===== config.mk =====
export PLATFORM = sky130hd
export DESIGN_NAME = drb_top
export DESIGN_NICKNAME = d
export VERILOG_FILES = /design/src/drb_pkg.sv /design/src/drb_sync.sv /design/src/drb_top.sv
export VERILOG_INCLUDE_DIRS = /design/src
export SDC_FILE = /design/constraint.sdc
export NUM_CORES = 1
export LEC_CHECK = 0
export BUFFER_PORTS_ARGS = -buffer_cell sky130_fd_sc_hd__clkbuf_2
export CAP_MARGIN = 20
export CORE_MARGIN = 5
export CORE_UTILIZATION = 40
export CTS_CLUSTER_SIZE = 24
export DETAILED_ROUTE_END_ITERATION = 6
export GPL_ROUTABILITY_DRIVEN = 0
export PLACE_DENSITY = 0.68
export SYNTH_ARGS = -nofsm -noshare
export SYNTH_HDL_FRONTEND = slang
export SYNTH_SLANG_ARGS = --single-unit

===== constraint.sdc =====
create_clock -name clk_sys -period 4.45 [get_ports clk_sys]
set_clock_uncertainty 0.05 [all_clocks]
set_input_delay 0.6675 -clock clk_sys [delete_from_list [all_inputs] [get_ports clk_sys]]
set_output_delay 0.6675 -clock clk_sys [all_outputs]
set_load 0.005 [all_outputs]

===== src/drb_map.svh =====
/*
 * Constants for the dual-button delayed reset block: timing figures,
 * register offsets, field positions and reset values.
 * Assumes a 25 MHz system clock and a 32-bit APB register port.
 */
// Summary of operation
// - A button input counts as pressed when low and released when high.
// - Apart from test entry, reset asserts only after both buttons stay pressed together for the hold delay.
// - Hold delay is a build-time constant, 0.5 s to 10 s in 0.5 s steps.
// - Button-controlled option: reset ends as soon as either button is released.
// - Fixed option: reset lasts exactly the pulse duration, buttons ignored meanwhile.
// - Reset output polarity is a build-time choice, low-active or high-active.
// - Without valid supply, buttons are ignored and the reset output goes inactive.
// - Overvoltage on the primary button starts a 42 ms test-entry delay.
// - After test entry delay, reset asserts for the pulse or while overvoltage lasts.
// - In test mode the hold delay is shortened to 21 ms.
// - Test mode stays latched until a power cycle, here the reset input.
// - Fixed pulse duration is 1.28 ms, 100 ms, 210 ms or 360 ms.
`ifndef DRB_MAP_SVH
`define DRB_MAP_SVH

`define DRB_CLK_NS 40
`define DRB_TICK_US 10
`define DRB_TICK_CYC ((`DRB_TICK_US * 1000) / `DRB_CLK_NS)
`define DRB_HOLD_STEP_US 500000
`define DRB_HOLD_STEPS_MIN 1
`define DRB_HOLD_STEPS_MAX 20
`define DRB_PULSE_A_US 1280
`define DRB_PULSE_B_US 100000
`define DRB_PULSE_C_US 210000
`define DRB_PULSE_D_US 360000
`define DRB_TEST_ENTRY_US 42000
`define DRB_TEST_HOLD_US 21000

`define DRB_OFS_CTRL 8'h00
`define DRB_OFS_STATUS 8'h04
`define DRB_OFS_COUNT 8'h08
`define DRB_OFS_CFG 8'h0C

`define DRB_CTRL_EN_BIT 0
`define DRB_CTRL_RESET 1'b1

`define DRB_ST_STATE_LSB 0
`define DRB_ST_TEST_BIT 3
`define DRB_ST_ACTIVE_BIT 4
`define DRB_ST_PRESS0_BIT 5
`define DRB_ST_PRESS1_BIT 6
`define DRB_ST_SUPPLY_BIT 7
`define DRB_ST_OVR_BIT 8

`define DRB_CFG_HOLD_LSB 0
`define DRB_CFG_PULSE_LSB 8
`define DRB_CFG_POL_BIT 16

`endif


===== src/drb_pkg.sv =====
/*
 * Types for the dual-button delayed reset block.
 * Assumes drb_map.svh carries all numeric constants.
 */
package drb_pkg;

	typedef enum logic [2:0] {
		ST_IDLE = 3'h0,
		ST_HOLD = 3'h1,
		ST_PULSE = 3'h3,
		ST_WAIT = 3'h2,
		ST_ENTRY = 3'h6,
		ST_ENTRY_PULSE = 3'h7,
		ST_ENTRY_WAIT = 3'h5
	} drb_state_e;

	typedef enum logic [2:0] {
		PULSE_BUTTON = 3'h0,
		PULSE_1MS28 = 3'h1,
		PULSE_100MS = 3'h2,
		PULSE_210MS = 3'h3,
		PULSE_360MS = 3'h4
	} drb_pulse_e;

	typedef logic [19:0] drb_cnt_t;

endpackage


===== src/drb_sync.sv =====
/*
 * Two-flop synchroniser, one per bit, for pins from outside the clock domain.
 * Assumes the inputs are slow levels; pulses shorter than one clock may be lost.
 */
module drb_sync #(
	parameter int W = 1,
	parameter logic [W-1:0] RST_VAL = '0
) (
	input wire logic clk_sys,
	input wire logic resetn,
	input wire logic [W-1:0] din,
	output logic [W-1:0] dout
);

	genvar i;
	generate
		for (i = 0; i < W; i++) begin : g_bit
			logic meta_q;
			logic sync_q;
			always_ff @(posedge clk_sys or negedge resetn) begin
				if (!resetn) begin
					meta_q <= RST_VAL[i];
					sync_q <= RST_VAL[i];
				end else begin
					meta_q <= din[i];
					sync_q <= meta_q;
				end
			end
			assign dout[i] = sync_q;
		end
	endgenerate

endmodule


===== src/drb_top.sv =====
/*
 * Dual-button delayed reset generator with test mode and APB status port.
 * Assumes button, supply-valid and overvoltage-detect pins are asynchronous
 * levels, and that resetn is asserted on every power-up.
 */
// Our own choices: the address map and register access over APB.
`include "drb_map.svh"

module drb_top #(
	parameter int unsigned HOLD_STEPS = 8,
	parameter drb_pkg::drb_pulse_e PULSE_SEL = drb_pkg::PULSE_BUTTON,
	parameter bit ACTIVE_HIGH = 1'b0,
	parameter int unsigned TICK_CYC = `DRB_TICK_CYC
) (
	input wire logic clk_sys,
	input wire logic resetn,
	input wire logic primary_button_n,
	input wire logic secondary_button_n,
	input wire logic supply_valid,
	input wire logic test_entry_level,
	output logic reset_out,
	input wire logic [7:0] paddr,
	input wire logic psel,
	input wire logic penable,
	input wire logic pwrite,
	input wire logic [31:0] pwdata,
	output logic [31:0] prdata,
	output logic pready,
	output logic pslverr
);

	// Timer targets in timebase ticks
	localparam int unsigned HOLD_TICKS = HOLD_STEPS * (`DRB_HOLD_STEP_US / `DRB_TICK_US);
	localparam int unsigned TEST_HOLD_TICKS = `DRB_TEST_HOLD_US / `DRB_TICK_US;
	localparam int unsigned ENTRY_TICKS = `DRB_TEST_ENTRY_US / `DRB_TICK_US;
	localparam int unsigned PULSE_US =
		(PULSE_SEL == drb_pkg::PULSE_1MS28) ? `DRB_PULSE_A_US :
		(PULSE_SEL == drb_pkg::PULSE_100MS) ? `DRB_PULSE_B_US :
		(PULSE_SEL == drb_pkg::PULSE_210MS) ? `DRB_PULSE_C_US :
		`DRB_PULSE_D_US;
	localparam int unsigned PULSE_TICKS = PULSE_US / `DRB_TICK_US;
	localparam bit FIXED = (PULSE_SEL != drb_pkg::PULSE_BUTTON);
	localparam logic [15:0] TICK_LAST = 16'(TICK_CYC - 1);
	localparam drb_pkg::drb_cnt_t HOLD_T = drb_pkg::drb_cnt_t'(HOLD_TICKS);
	localparam drb_pkg::drb_cnt_t TEST_HOLD_T = drb_pkg::drb_cnt_t'(TEST_HOLD_TICKS);
	localparam drb_pkg::drb_cnt_t ENTRY_T = drb_pkg::drb_cnt_t'(ENTRY_TICKS);
	localparam drb_pkg::drb_cnt_t PULSE_T = drb_pkg::drb_cnt_t'(PULSE_TICKS);
	localparam drb_pkg::drb_cnt_t CNT_MAX = '1;

	// Pin synchronisers; buttons idle high, detectors idle low
	logic [3:0] pins_async;
	logic [3:0] pins_sync;
	assign pins_async = {test_entry_level, supply_valid, secondary_button_n, primary_button_n};

	drb_sync #(
		.W(4),
		.RST_VAL(4'h3)
	) u_sync (
		.clk_sys(clk_sys),
		.resetn(resetn),
		.din(pins_async),
		.dout(pins_sync)
	);

	wire pressed0 = ~pins_sync[0];
	wire pressed1 = ~pins_sync[1];
	wire both = pressed0 & pressed1;
	wire supply_ok = pins_sync[2];
	wire ovr = pins_sync[3];

	// Registers
	drb_pkg::drb_state_e state_q, state_d;
	drb_pkg::drb_cnt_t cnt_q, cnt_d;
	logic [15:0] div_q, div_d;
	logic test_mode_q, test_mode_d;
	logic rst_out_q, rst_out_d;
	logic ctrl_en_q, ctrl_en_d;
	logic [31:0] prdata_q, prdata_d;

	// Enable bit lets software hold the block off, same as a supply drop
	wire gate_ok = supply_ok & ctrl_en_q;

	// Timebase divider restarts on every state change so each delay is exact
	wire state_chg = (state_d != state_q);
	wire tick = (div_q == TICK_LAST);
	assign div_d = (state_chg || tick) ? 16'h0000 : div_q + 16'h0001;

	wire timed = (state_q == drb_pkg::ST_HOLD) || (state_q == drb_pkg::ST_PULSE) ||
		(state_q == drb_pkg::ST_ENTRY) || (state_q == drb_pkg::ST_ENTRY_PULSE);
	assign cnt_d = state_chg ? '0 :
		(timed && tick && cnt_q != CNT_MAX) ? cnt_q + 20'h00001 : cnt_q;

	wire drb_pkg::drb_cnt_t hold_tgt = test_mode_q ? TEST_HOLD_T : HOLD_T;
	wire drb_pkg::drb_cnt_t tgt =
		(state_q == drb_pkg::ST_HOLD) ? hold_tgt :
		(state_q == drb_pkg::ST_ENTRY) ? ENTRY_T : PULSE_T;
	wire expired = (cnt_q >= tgt);

	// Sequencer
	always_comb begin
		state_d = state_q;
		case (state_q)
			drb_pkg::ST_IDLE: begin
				if (ovr && !test_mode_q)
					state_d = drb_pkg::ST_ENTRY;
				else if (both)
					state_d = drb_pkg::ST_HOLD;
			end
			drb_pkg::ST_HOLD: begin
				if (!both)
					state_d = drb_pkg::ST_IDLE;
				else if (expired)
					state_d = drb_pkg::ST_PULSE;
			end
			drb_pkg::ST_PULSE: begin
				if (FIXED && expired)
					state_d = drb_pkg::ST_WAIT;
				else if (!FIXED && !both)
					state_d = drb_pkg::ST_IDLE;
			end
			drb_pkg::ST_WAIT: begin
				// A held pair must be released before another reset can start
				if (!both)
					state_d = drb_pkg::ST_IDLE;
			end
			drb_pkg::ST_ENTRY: begin
				if (!ovr)
					state_d = drb_pkg::ST_IDLE;
				else if (expired)
					state_d = drb_pkg::ST_ENTRY_PULSE;
			end
			drb_pkg::ST_ENTRY_PULSE: begin
				if (FIXED && expired)
					state_d = drb_pkg::ST_ENTRY_WAIT;
				else if (!FIXED && !ovr)
					state_d = drb_pkg::ST_IDLE;
			end
			drb_pkg::ST_ENTRY_WAIT: begin
				if (!ovr)
					state_d = drb_pkg::ST_IDLE;
			end
			default: begin
				state_d = drb_pkg::ST_IDLE;
			end
		endcase
		if (!gate_ok)
			state_d = drb_pkg::ST_IDLE;
	end

	// Only the reset input clears test mode, standing in for a power cycle
	assign test_mode_d = test_mode_q |
		(gate_ok && state_q == drb_pkg::ST_ENTRY && ovr && expired);

	wire rst_act_d = (state_d == drb_pkg::ST_PULSE) || (state_d == drb_pkg::ST_ENTRY_PULSE);
	wire rst_act_w = (state_q == drb_pkg::ST_PULSE) || (state_q == drb_pkg::ST_ENTRY_PULSE);
	assign rst_out_d = ACTIVE_HIGH ? rst_act_d : ~rst_act_d;
	assign reset_out = rst_out_q;

	// APB slave: zero wait states, error on unmapped offsets
	wire hit_ctrl = (paddr == `DRB_OFS_CTRL);
	wire hit_status = (paddr == `DRB_OFS_STATUS);
	wire hit_count = (paddr == `DRB_OFS_COUNT);
	wire hit_cfg = (paddr == `DRB_OFS_CFG);
	wire hit_any = hit_ctrl | hit_status | hit_count | hit_cfg;
	wire setup_rd = psel & ~penable & ~pwrite;
	wire access = psel & penable;
	wire wr_ctrl = access & pwrite & hit_ctrl;

	assign ctrl_en_d = wr_ctrl ? pwdata[`DRB_CTRL_EN_BIT] : ctrl_en_q;

	wire [31:0] rd_ctrl = {31'h00000000, ctrl_en_q};
	wire [31:0] rd_status = {23'h000000, ovr, supply_ok, pressed1, pressed0,
		rst_act_w, test_mode_q, state_q};
	wire [31:0] rd_count = {12'h000, cnt_q};
	wire [31:0] rd_cfg = {15'h0000, ACTIVE_HIGH, 5'h00, PULSE_SEL, 3'h0, 5'(HOLD_STEPS)};
	wire [31:0] rd_mux = hit_ctrl ? rd_ctrl : hit_status ? rd_status :
		hit_count ? rd_count : hit_cfg ? rd_cfg : 32'h00000000;
	assign prdata_d = setup_rd ? rd_mux : prdata_q;

	assign pready = 1'b1;
	assign pslverr = access & ~hit_any;
	assign prdata = prdata_q;

	always_ff @(posedge clk_sys or negedge resetn) begin
		if (!resetn) begin
			state_q <= drb_pkg::ST_IDLE;
			cnt_q <= '0;
			div_q <= 16'h0000;
			test_mode_q <= 1'b0;
			rst_out_q <= ~ACTIVE_HIGH;
			ctrl_en_q <= `DRB_CTRL_RESET;
			prdata_q <= 32'h00000000;
		end else begin
			state_q <= state_d;
			cnt_q <= cnt_d;
			div_q <= div_d;
			test_mode_q <= test_mode_d;
			rst_out_q <= rst_out_d;
			ctrl_en_q <= ctrl_en_d;
			prdata_q <= prdata_d;
		end
	end
endmodule


==> results of run 1 <==
-- cells in the final DEF (no fill, tap or decap), types with 11 or more instances in the layout --
master and instances:
nand3_1 15, ha_1 17, nor2_1 56, inv_1 11, xor2_1 21, conb_1 13
nor3_1 17, nand4_1 13, a21oi_1 11, clkbuf_2 39, nand2_1 32, a22o_1 11
dfrtp_1 64, xnor2_1 11
-- state kept, by name, indices dropped and copies added (netlist names) --
signal               count
reset_out                1
ctrl_en_q                1
state_q                  3
u_sync.g_bit.meta_q      4
u_sync.g_bit.sync_q      4
div_q                   16
cnt_q                   20
test_mode_q              1
prdata                  20
-- synthesized netlist by cell type, types with 8 or more instances --
| library cell | instances | area (µm²) |
|---|---|---|
| dfrtp_1 | 64 | 1602 |
| nor2_1 | 56 | 210.2 |
| nand2_1 | 32 | 120.1 |
| xor2_1 | 21 | 183.9 |
| ha_1 | 17 | 212.7 |
| nor3_1 | 17 | 85.08 |
| nand3_1 | 15 | 75.07 |
| buf_4 | 13 | 97.59 |
| nand4_1 | 13 | 81.33 |
| a21oi_1 | 11 | 55.05 |
| a22o_1 | 11 | 96.34 |
| inv_1 | 11 | 41.29 |
| xnor2_1 | 11 | 96.34 |
| clkbuf_1 | 10 | 37.54 |
| o21ai_0 | 10 | 50.05 |
| o31ai_1 | 8 | 60.06 |
-- metrics by stage --
stage | hold WS [ns] | setup slack [ns] | cells | power, mW
after floorplan | 0.2812 | 1.032 | 406 | 0.8276
after detailed placement | 0.2896 | 0.5882 | 548 | 0.8706
final | 0.3019 | 0.5536 | 565 | 1.369
after global placement | 0.2892 | 0.6797 | 548 | 0.8599
after global routing | 0.3110 | 0.2991 | 565 | 1.443
after CTS | 0.3067 | 0.5830 | 564 | 1.388
-- kinds of logic (layout without fill, tap and decap cells) --
logic type / count (synthesis) / count (layout) / synth area share
XOR/XNOR: 32 / 32 / 0.07376
AND/OR/NAND/NOR: 167 / 167 / 0.2137
buffers and inverters: 41 / 71 / 0.06322
flip-flops: 70 / 70 / 0.4630
other: 2 / 13 / 0.001976
adder cells (fa/ha/maj): 17 / 17 / 0.05598
multiplexers: 4 / 4 / 0.01087
AO/OA/AOI/OAI: 62 / 62 / 0.1176
-- routing by layer --
layer	track usage	routed length (µm)	vias up
li1	-	-	1438
met1	0.1850	3428	1448
met2	0.2574	4032	85
met3	0.03599	478	17
met4	0.05500	155	0
met5	0	0	-
-- cell type report --
type / instances / area share
multi-input combinational: 295 / 0.4354
sequential: 70 / 0.4159
timing repair buffer: 44 / 0.05442
tap: 129 / 0.03815
clock buffer: 9 / 0.02928
inverter: 11 / 0.009760
clock inverter: 7 / 0.01715
-- critical path: stages, from the launching register on --
cell	delay [ns]
dfrtp_1	0.50
inv_1	0.16
nand2_1	0.11
nor3_1	0.35
nor2_1	0.10
ha_1	0.27
or4b_1	0.41
or3_1	0.34
or4b_1	0.54
o211ai_1	0.25
o22a_1	0.19
buf_4	0.35
nor3_1	0.12
-- power by group through the flow --
stage,sequential (mW),clock [mW],combinational [mW]
3_5_place_dp,0.724,0,0.147
6_report,0.713,0.513,0.143
4_1_cts,0.712,0.529,0.147
2_1_floorplan,0.716,0,0.112
3_3_place_gp,0.723,0,0.136
5_1_grt,0.719,0.559,0.165
-- worst paths after layout --
kind	cells past startpoint	startpoint	end
worst max-delay path	12	state_q[1]	div_q[6]
worst min-delay path	0	u_sync.g_bit[2].meta_q	u_sync.g_bit[2].sync_q
worst max register to register	12	state_q[1]	div_q[6]
worst min register to register	0	u_sync.g_bit[2].meta_q	u_sync.g_bit[2].sync_q
max in group asynchronous	2	resetn	cnt_q[1]
min in group asynchronous	1	resetn	prdata[8]
==> out/summary.txt, run 1 <==
status - finished, final reports clean
Top Ports - 84
die height - 107.5 µm
worst slew pin tran - 0.9859 ns
combinational fraction of design power - 0.105
first-pass GRT wire length - 14.10 mm
Antenna Cells - 0
Core Util, Final - 0.4578
H-tree depth - 3
share of layout cells above drive strength 1 - 0.1606
Internal Power - 0.9987 mW
Clock Tree Root - clkbuf_8
Final Critical Period - 3.896 ns
Global Route Usage Sum - 0.1507
Area after DPL - 4029 µm²
clock power share - 0.375
Yosys cell types - 51
gr ovfl total - 0
Initial DRT Pass Iterations - 4
FF+latch area - 1759 µm²
Residual DRC - 0
Seq pwr share - 0.521
Clock Path Buffers - 2
post-route ant nets - 0
setup TNS - 0 ns
CTS Hold Bufs - 0
Net Switching - 0.3700 mW
footprint of the multi-input gates - 1842 µm²
largest net degree at the start of global routing - 39
sw frac - 0.2703
Starting Density - 0.4112
Netlist Area Pre-Place - 3800 µm²
pins over their slew limit - 0
Worst-path clk slew - 0.08 ns
Die Footprint - 11550 µm²
Crit Path Category - reg2reg
Num CTS Buffers - 9
post-CTS setup buffer count - 0
Leak - 1.951 nW
Top FF cell, synth - dfrtp_1
core area - 9240 µm²
Fillers - 874
Port Buf Inserts - 39
CTS tree - yes
cell row count - 35
number of global-route vias before repair - 2947
max_slew headroom - 0.3412
mean post-synth cell area - 9.620 µm²
CP endpoint kind - flip-flop
CP Max Fanout - 36
FF+latch count, synth - 70
Ys Warns - 0
Hold WC Path Type - reg2reg
initial antenna violation count - 0
Max Cap Viol - 0
Post-synth EDFFs - 0
VDD IR max - 0.1305 mV
WL/cell - 14.33 µm
via count - 2988
Worst EP required - 4.62 ns
sequential fraction of the synthesis area - 0.4630
Horiz. Die Dim - 107.5 µm
Synth async-reset ratio - 1.000
Reg2Reg Setup Slack - 0.55 ns
worst-skew pair later-pin latency - 0.35 ns
final setup violation count - 0
period utilisation layout - 0.8756
Final Hold Fails - 0
HPWL Detailed - 5.851 mm
Layout area overhead - 11.33%
RSZ-0062 raised after global routing - false
Final Net Count - 497
fin area - 4230 µm²
clk sink count - 70
Power Density - 323.5 nW/µm²
cell count after synthesis - 395
Post-Route WL - 8.094 mm
Post-CTS Resized - 0
CP arrival - 4.07 ns
Setup crit start kind - flip-flop
initial DRC count - 158
Max Fclk - 256.6 MHz
Vias/cell - 5.288
Note: power is estimated with default switching activity, not from simulation.
==> inputs of run 2 (changes only) <==
Settings changed: SYNTH_HIERARCHICAL set to 1.
Clock period 4.45 ns to 3.7 ns, I/O delays scaled along.
==> run 2 against run 1 <==
Net effect: largest cell class unchanged; sequential power grew 21%; utilization grew 0.73 points; total power grew 25%; clock-buffer cell count grew 3; final area grew 2.1%; fmax grew 17%; sequential cell count is the same; area after synthesis grew 0.82%; wire length shrank 2.3%.
==> out/summary.txt, run 2 <==
clk sink count - 70 (unchanged)
gr ovfl total - 0 (unchanged)
Worst path slowest cell - or4b_1
Ys Warns - 6 (+6)
status - finished, final reports clean
Horiz. Die Dim - 107.9 µm (+0.37%)
final setup violation count - 0 (unchanged)
Synth async-reset ratio - 1.000 (unchanged)
cell row count - 35 (unchanged)
Residual DRC - 0 (unchanged)
Top FF cell, synth - dfrtp_1
WL/cell - 13.82 µm (-3.5%)
Fillers - 896 (+2.5%)
Antenna Cells - 0 (unchanged)
FF+latch count, synth - 70 (unchanged)
Global Route Usage Sum - 0.1460 (-0.004668)
final cell count without fillers - 572 (+1.2%)
initial DRC count - 109 (-31%)
top-count cell post-synth - dfrtp_1
HPWL Detailed - 5.796 mm (-0.95%)
Final Critical Period - 3.320 ns (-0.5764 ns)
Worst-path clk slew - 0.07 ns (about the same)
Max Cap Viol - 0 (unchanged)
commonest non-fill, non-tap cell in the layout - dfrtp_1
Final Net Count - 504 (+1.4%)
share of layout cells above drive strength 1 - 0.1693 (+0.008750)
placed cell count - 556 (+1.5%)
buffers and inverters on the worst path - 2 (unchanged)
sequential fraction of the synthesis area - 0.4592 (-0.003780)
die height - 107.9 µm (+0.37%)
post-route ant nets - 0 (unchanged)
CP max stage delay - 0.52 ns (-0.02 ns)
highest-count cells in the layout ignoring fill and taps - 64 x dfrtp_1, 55 x nor2_1, 38 x clkbuf_2
worst-skew pair later-pin latency - 0.35 ns (about the same)
Clock Tree Root - clkbuf_8
Clock Path Buffers - 2 (unchanged)
RSZ-0062 raised after global routing - false
Core Util, Final - 0.4651 (+0.007274)
Die Footprint - 11630 µm² (+0.75%)
ranking of synthesized cells by area - dfrtp_1 42%, ha_1 5.6%, nor2_1 5.4%, xor2_1 4.8%, dfstp_2 4.1%
Top Ports - 84 (unchanged)
Hold WC Path Type - in2async
Synth top cells by count - 64 x dfrtp_1, 55 x nor2_1, 31 x nand2_1
max_slew headroom - 0.3472 (+0.006012)
largest net degree at the start of global routing - 37 (-5.1%)
Power Density - 395.3 nW/µm² (+22%)
Max Fclk - 301.2 MHz (+17%)
core area - 9284 µm² (+0.47%)
Post-Route WL - 7.906 mm (-2.3%)
Vias/cell - 5.199 (-1.7%)
number of global-route vias before repair - 2896 (-1.7%)
worst-path cell chain - inv_1 > nand2_1 > nor3_1 > nor2_1 > ha_1 > or4b_1 > or3_1 > or4b_1 > o211ai_1 > o22a_1 > buf_12 > nor3_1
CTS Hold Bufs - 0 (unchanged)
Layout area overhead - 12.70%
mean post-synth cell area - 9.602 µm² (-0.19%)
Reg2Reg Setup Slack - 0.38 ns (-0.17 ns)
Yosys cell types - 51 (unchanged)
H-tree depth - 3 (unchanged)
setup TNS - 0 ns (unchanged)
Yosys top cell by area - dfrtp_1
pins over their slew limit - 0 (unchanged)
initial antenna violation count - 0 (unchanged)
CTS tree - yes
Yosys top cell area share - 0.4180 (-0.003441)
via count - 2974 (-0.47%)
Initial DRT Pass Iterations - 4 (unchanged)
minimum hold slack - 0.06749 ns (-0.2344 ns)
period utilisation layout - 0.8973 (+0.02171)
Crit Path Category - reg2reg
footprint of the multi-input gates - 1839 µm² (-0.14%)
Leak - 2.023 nW (+3.7%)
Final Hold Fails - 0 (unchanged)
Netlist Area Pre-Place - 3831 µm² (+0.82%)
Starting Density - 0.4127 (+0.001429)
first-pass GRT wire length - 13.52 mm (-4.1%)
Post-CTS Resized - 0 (unchanged)
VDD IR max - 0.1747 mV (+34%)
Port Buf Inserts - 39 (unchanged)
CP Max Fanout - 36 (unchanged)
cell count after synthesis - 399 (+1.0%)
crit-path leading delay family - simple AND/OR/NAND/NOR gates
Post-synth EDFFs - 0 (unchanged)
Worst EP required - 3.87 ns (-0.75 ns)
Setup crit start kind - flip-flop
CP endpoint kind - flip-flop
Num CTS Buffers - 9 (unchanged)
post-CTS setup buffer count - 0 (unchanged)
FF+latch area - 1759 µm² (unchanged)
CP arrival - 3.49 ns (-0.58 ns)
worst slew pin tran - 0.9769 ns (-0.008997 ns)
## run 2: cell types whose count changed in the layout (fill, tap and decap cells not counted), moves of 2 or more
cell and change:
buf_4 +7, clkbuf_1 +2, clkinvlp_4 -2, inv_6 -2
## run 2: final cells by class
cell class | count | share of cell area
tap | 129 | 0.03738
inverter | 12 | 0.01043
clock inverter | 4 | 0.01623
multi-input combinational | 294 | 0.4260
clock buffer | 12 | 0.03361
sequential | 70 | 0.4074
timing repair buffer | 51 | 0.06897
## run 2: worst paths after layout
kind                                        start                     end  depth (start not counted)
max                                    state_q[1]                div_q[6]                         12
min                                        resetn  u_sync/g_bit[2].meta_q                          1
max reg2reg                            state_q[1]                div_q[6]                         12
min reg2reg                u_sync/g_bit[3].meta_q  u_sync/g_bit[3].sync_q                          0
max in group asynchronous                  resetn                cnt_q[7]                          2
min in group clk_sys             primary_button_n  u_sync/g_bit[0].meta_q                          1
## run 2: cells by family (layout without fill, tap and decap cells)
family | Yosys count | count (layout) | synth area share
and+or+nand+nor | 166 | 166 | 0.2113
DFF | 70 | 70 | 0.4592
AOI/OAI and AO/OA | 62 | 62 | 0.1166
buffers and inverters | 46 | 79 | 0.07152
xor gates and xnor gates | 32 | 32 | 0.07316
adders and majority gates | 17 | 17 | 0.05552
muxes | 4 | 4 | 0.01078
other | 2 | 13 | 0.001960
## run 2: through the flow
step           worst slack (ns)  total power [mW]  instance area, µm²
2_1_floorplan            0.2816            0.9984                3872
3_3_place_gp             0.4180             1.034                4103
3_5_place_dp             0.3758             1.047                4103
4_1_cts                  0.3594             1.726                4318
5_1_grt                  0.1952             1.789                4318
6_report                 0.3800             1.707                4318
## run 2: where the power goes
group	total [mW]	leakage (nW)	internal (mW)	switching, mW
clock network	0.675	0.110	0.396	0.279
registers	0.861	0.932	0.811	0.0497
logic	0.171	0.981	0.0779	0.0930
total	1.71	2.02	1.29	0.421
## run 2: layer usage
metal  up-vias  routed length, µm  GRT usage  share of wire
met5         -                  0          0              0
li1       1454                  -          -              -
met1      1450               3561     0.1785           0.45
met4         0                116    0.05140          0.015
met2        60               3847     0.2460           0.49
met3        10                381    0.04079          0.048
## run 2: worst register-to-register path: stages (launching register included)
cell and delay (ns):
dfrtp_1 0.38, inv_1 0.11, nand2_1 0.11, nor3_1 0.21
nor2_1 0.11, ha_1 0.28, or4b_1 0.43, or3_1 0.33
or4b_1 0.52, o211ai_1 0.15, o22a_1 0.22, buf_12 0.20
nor3_1 0.10
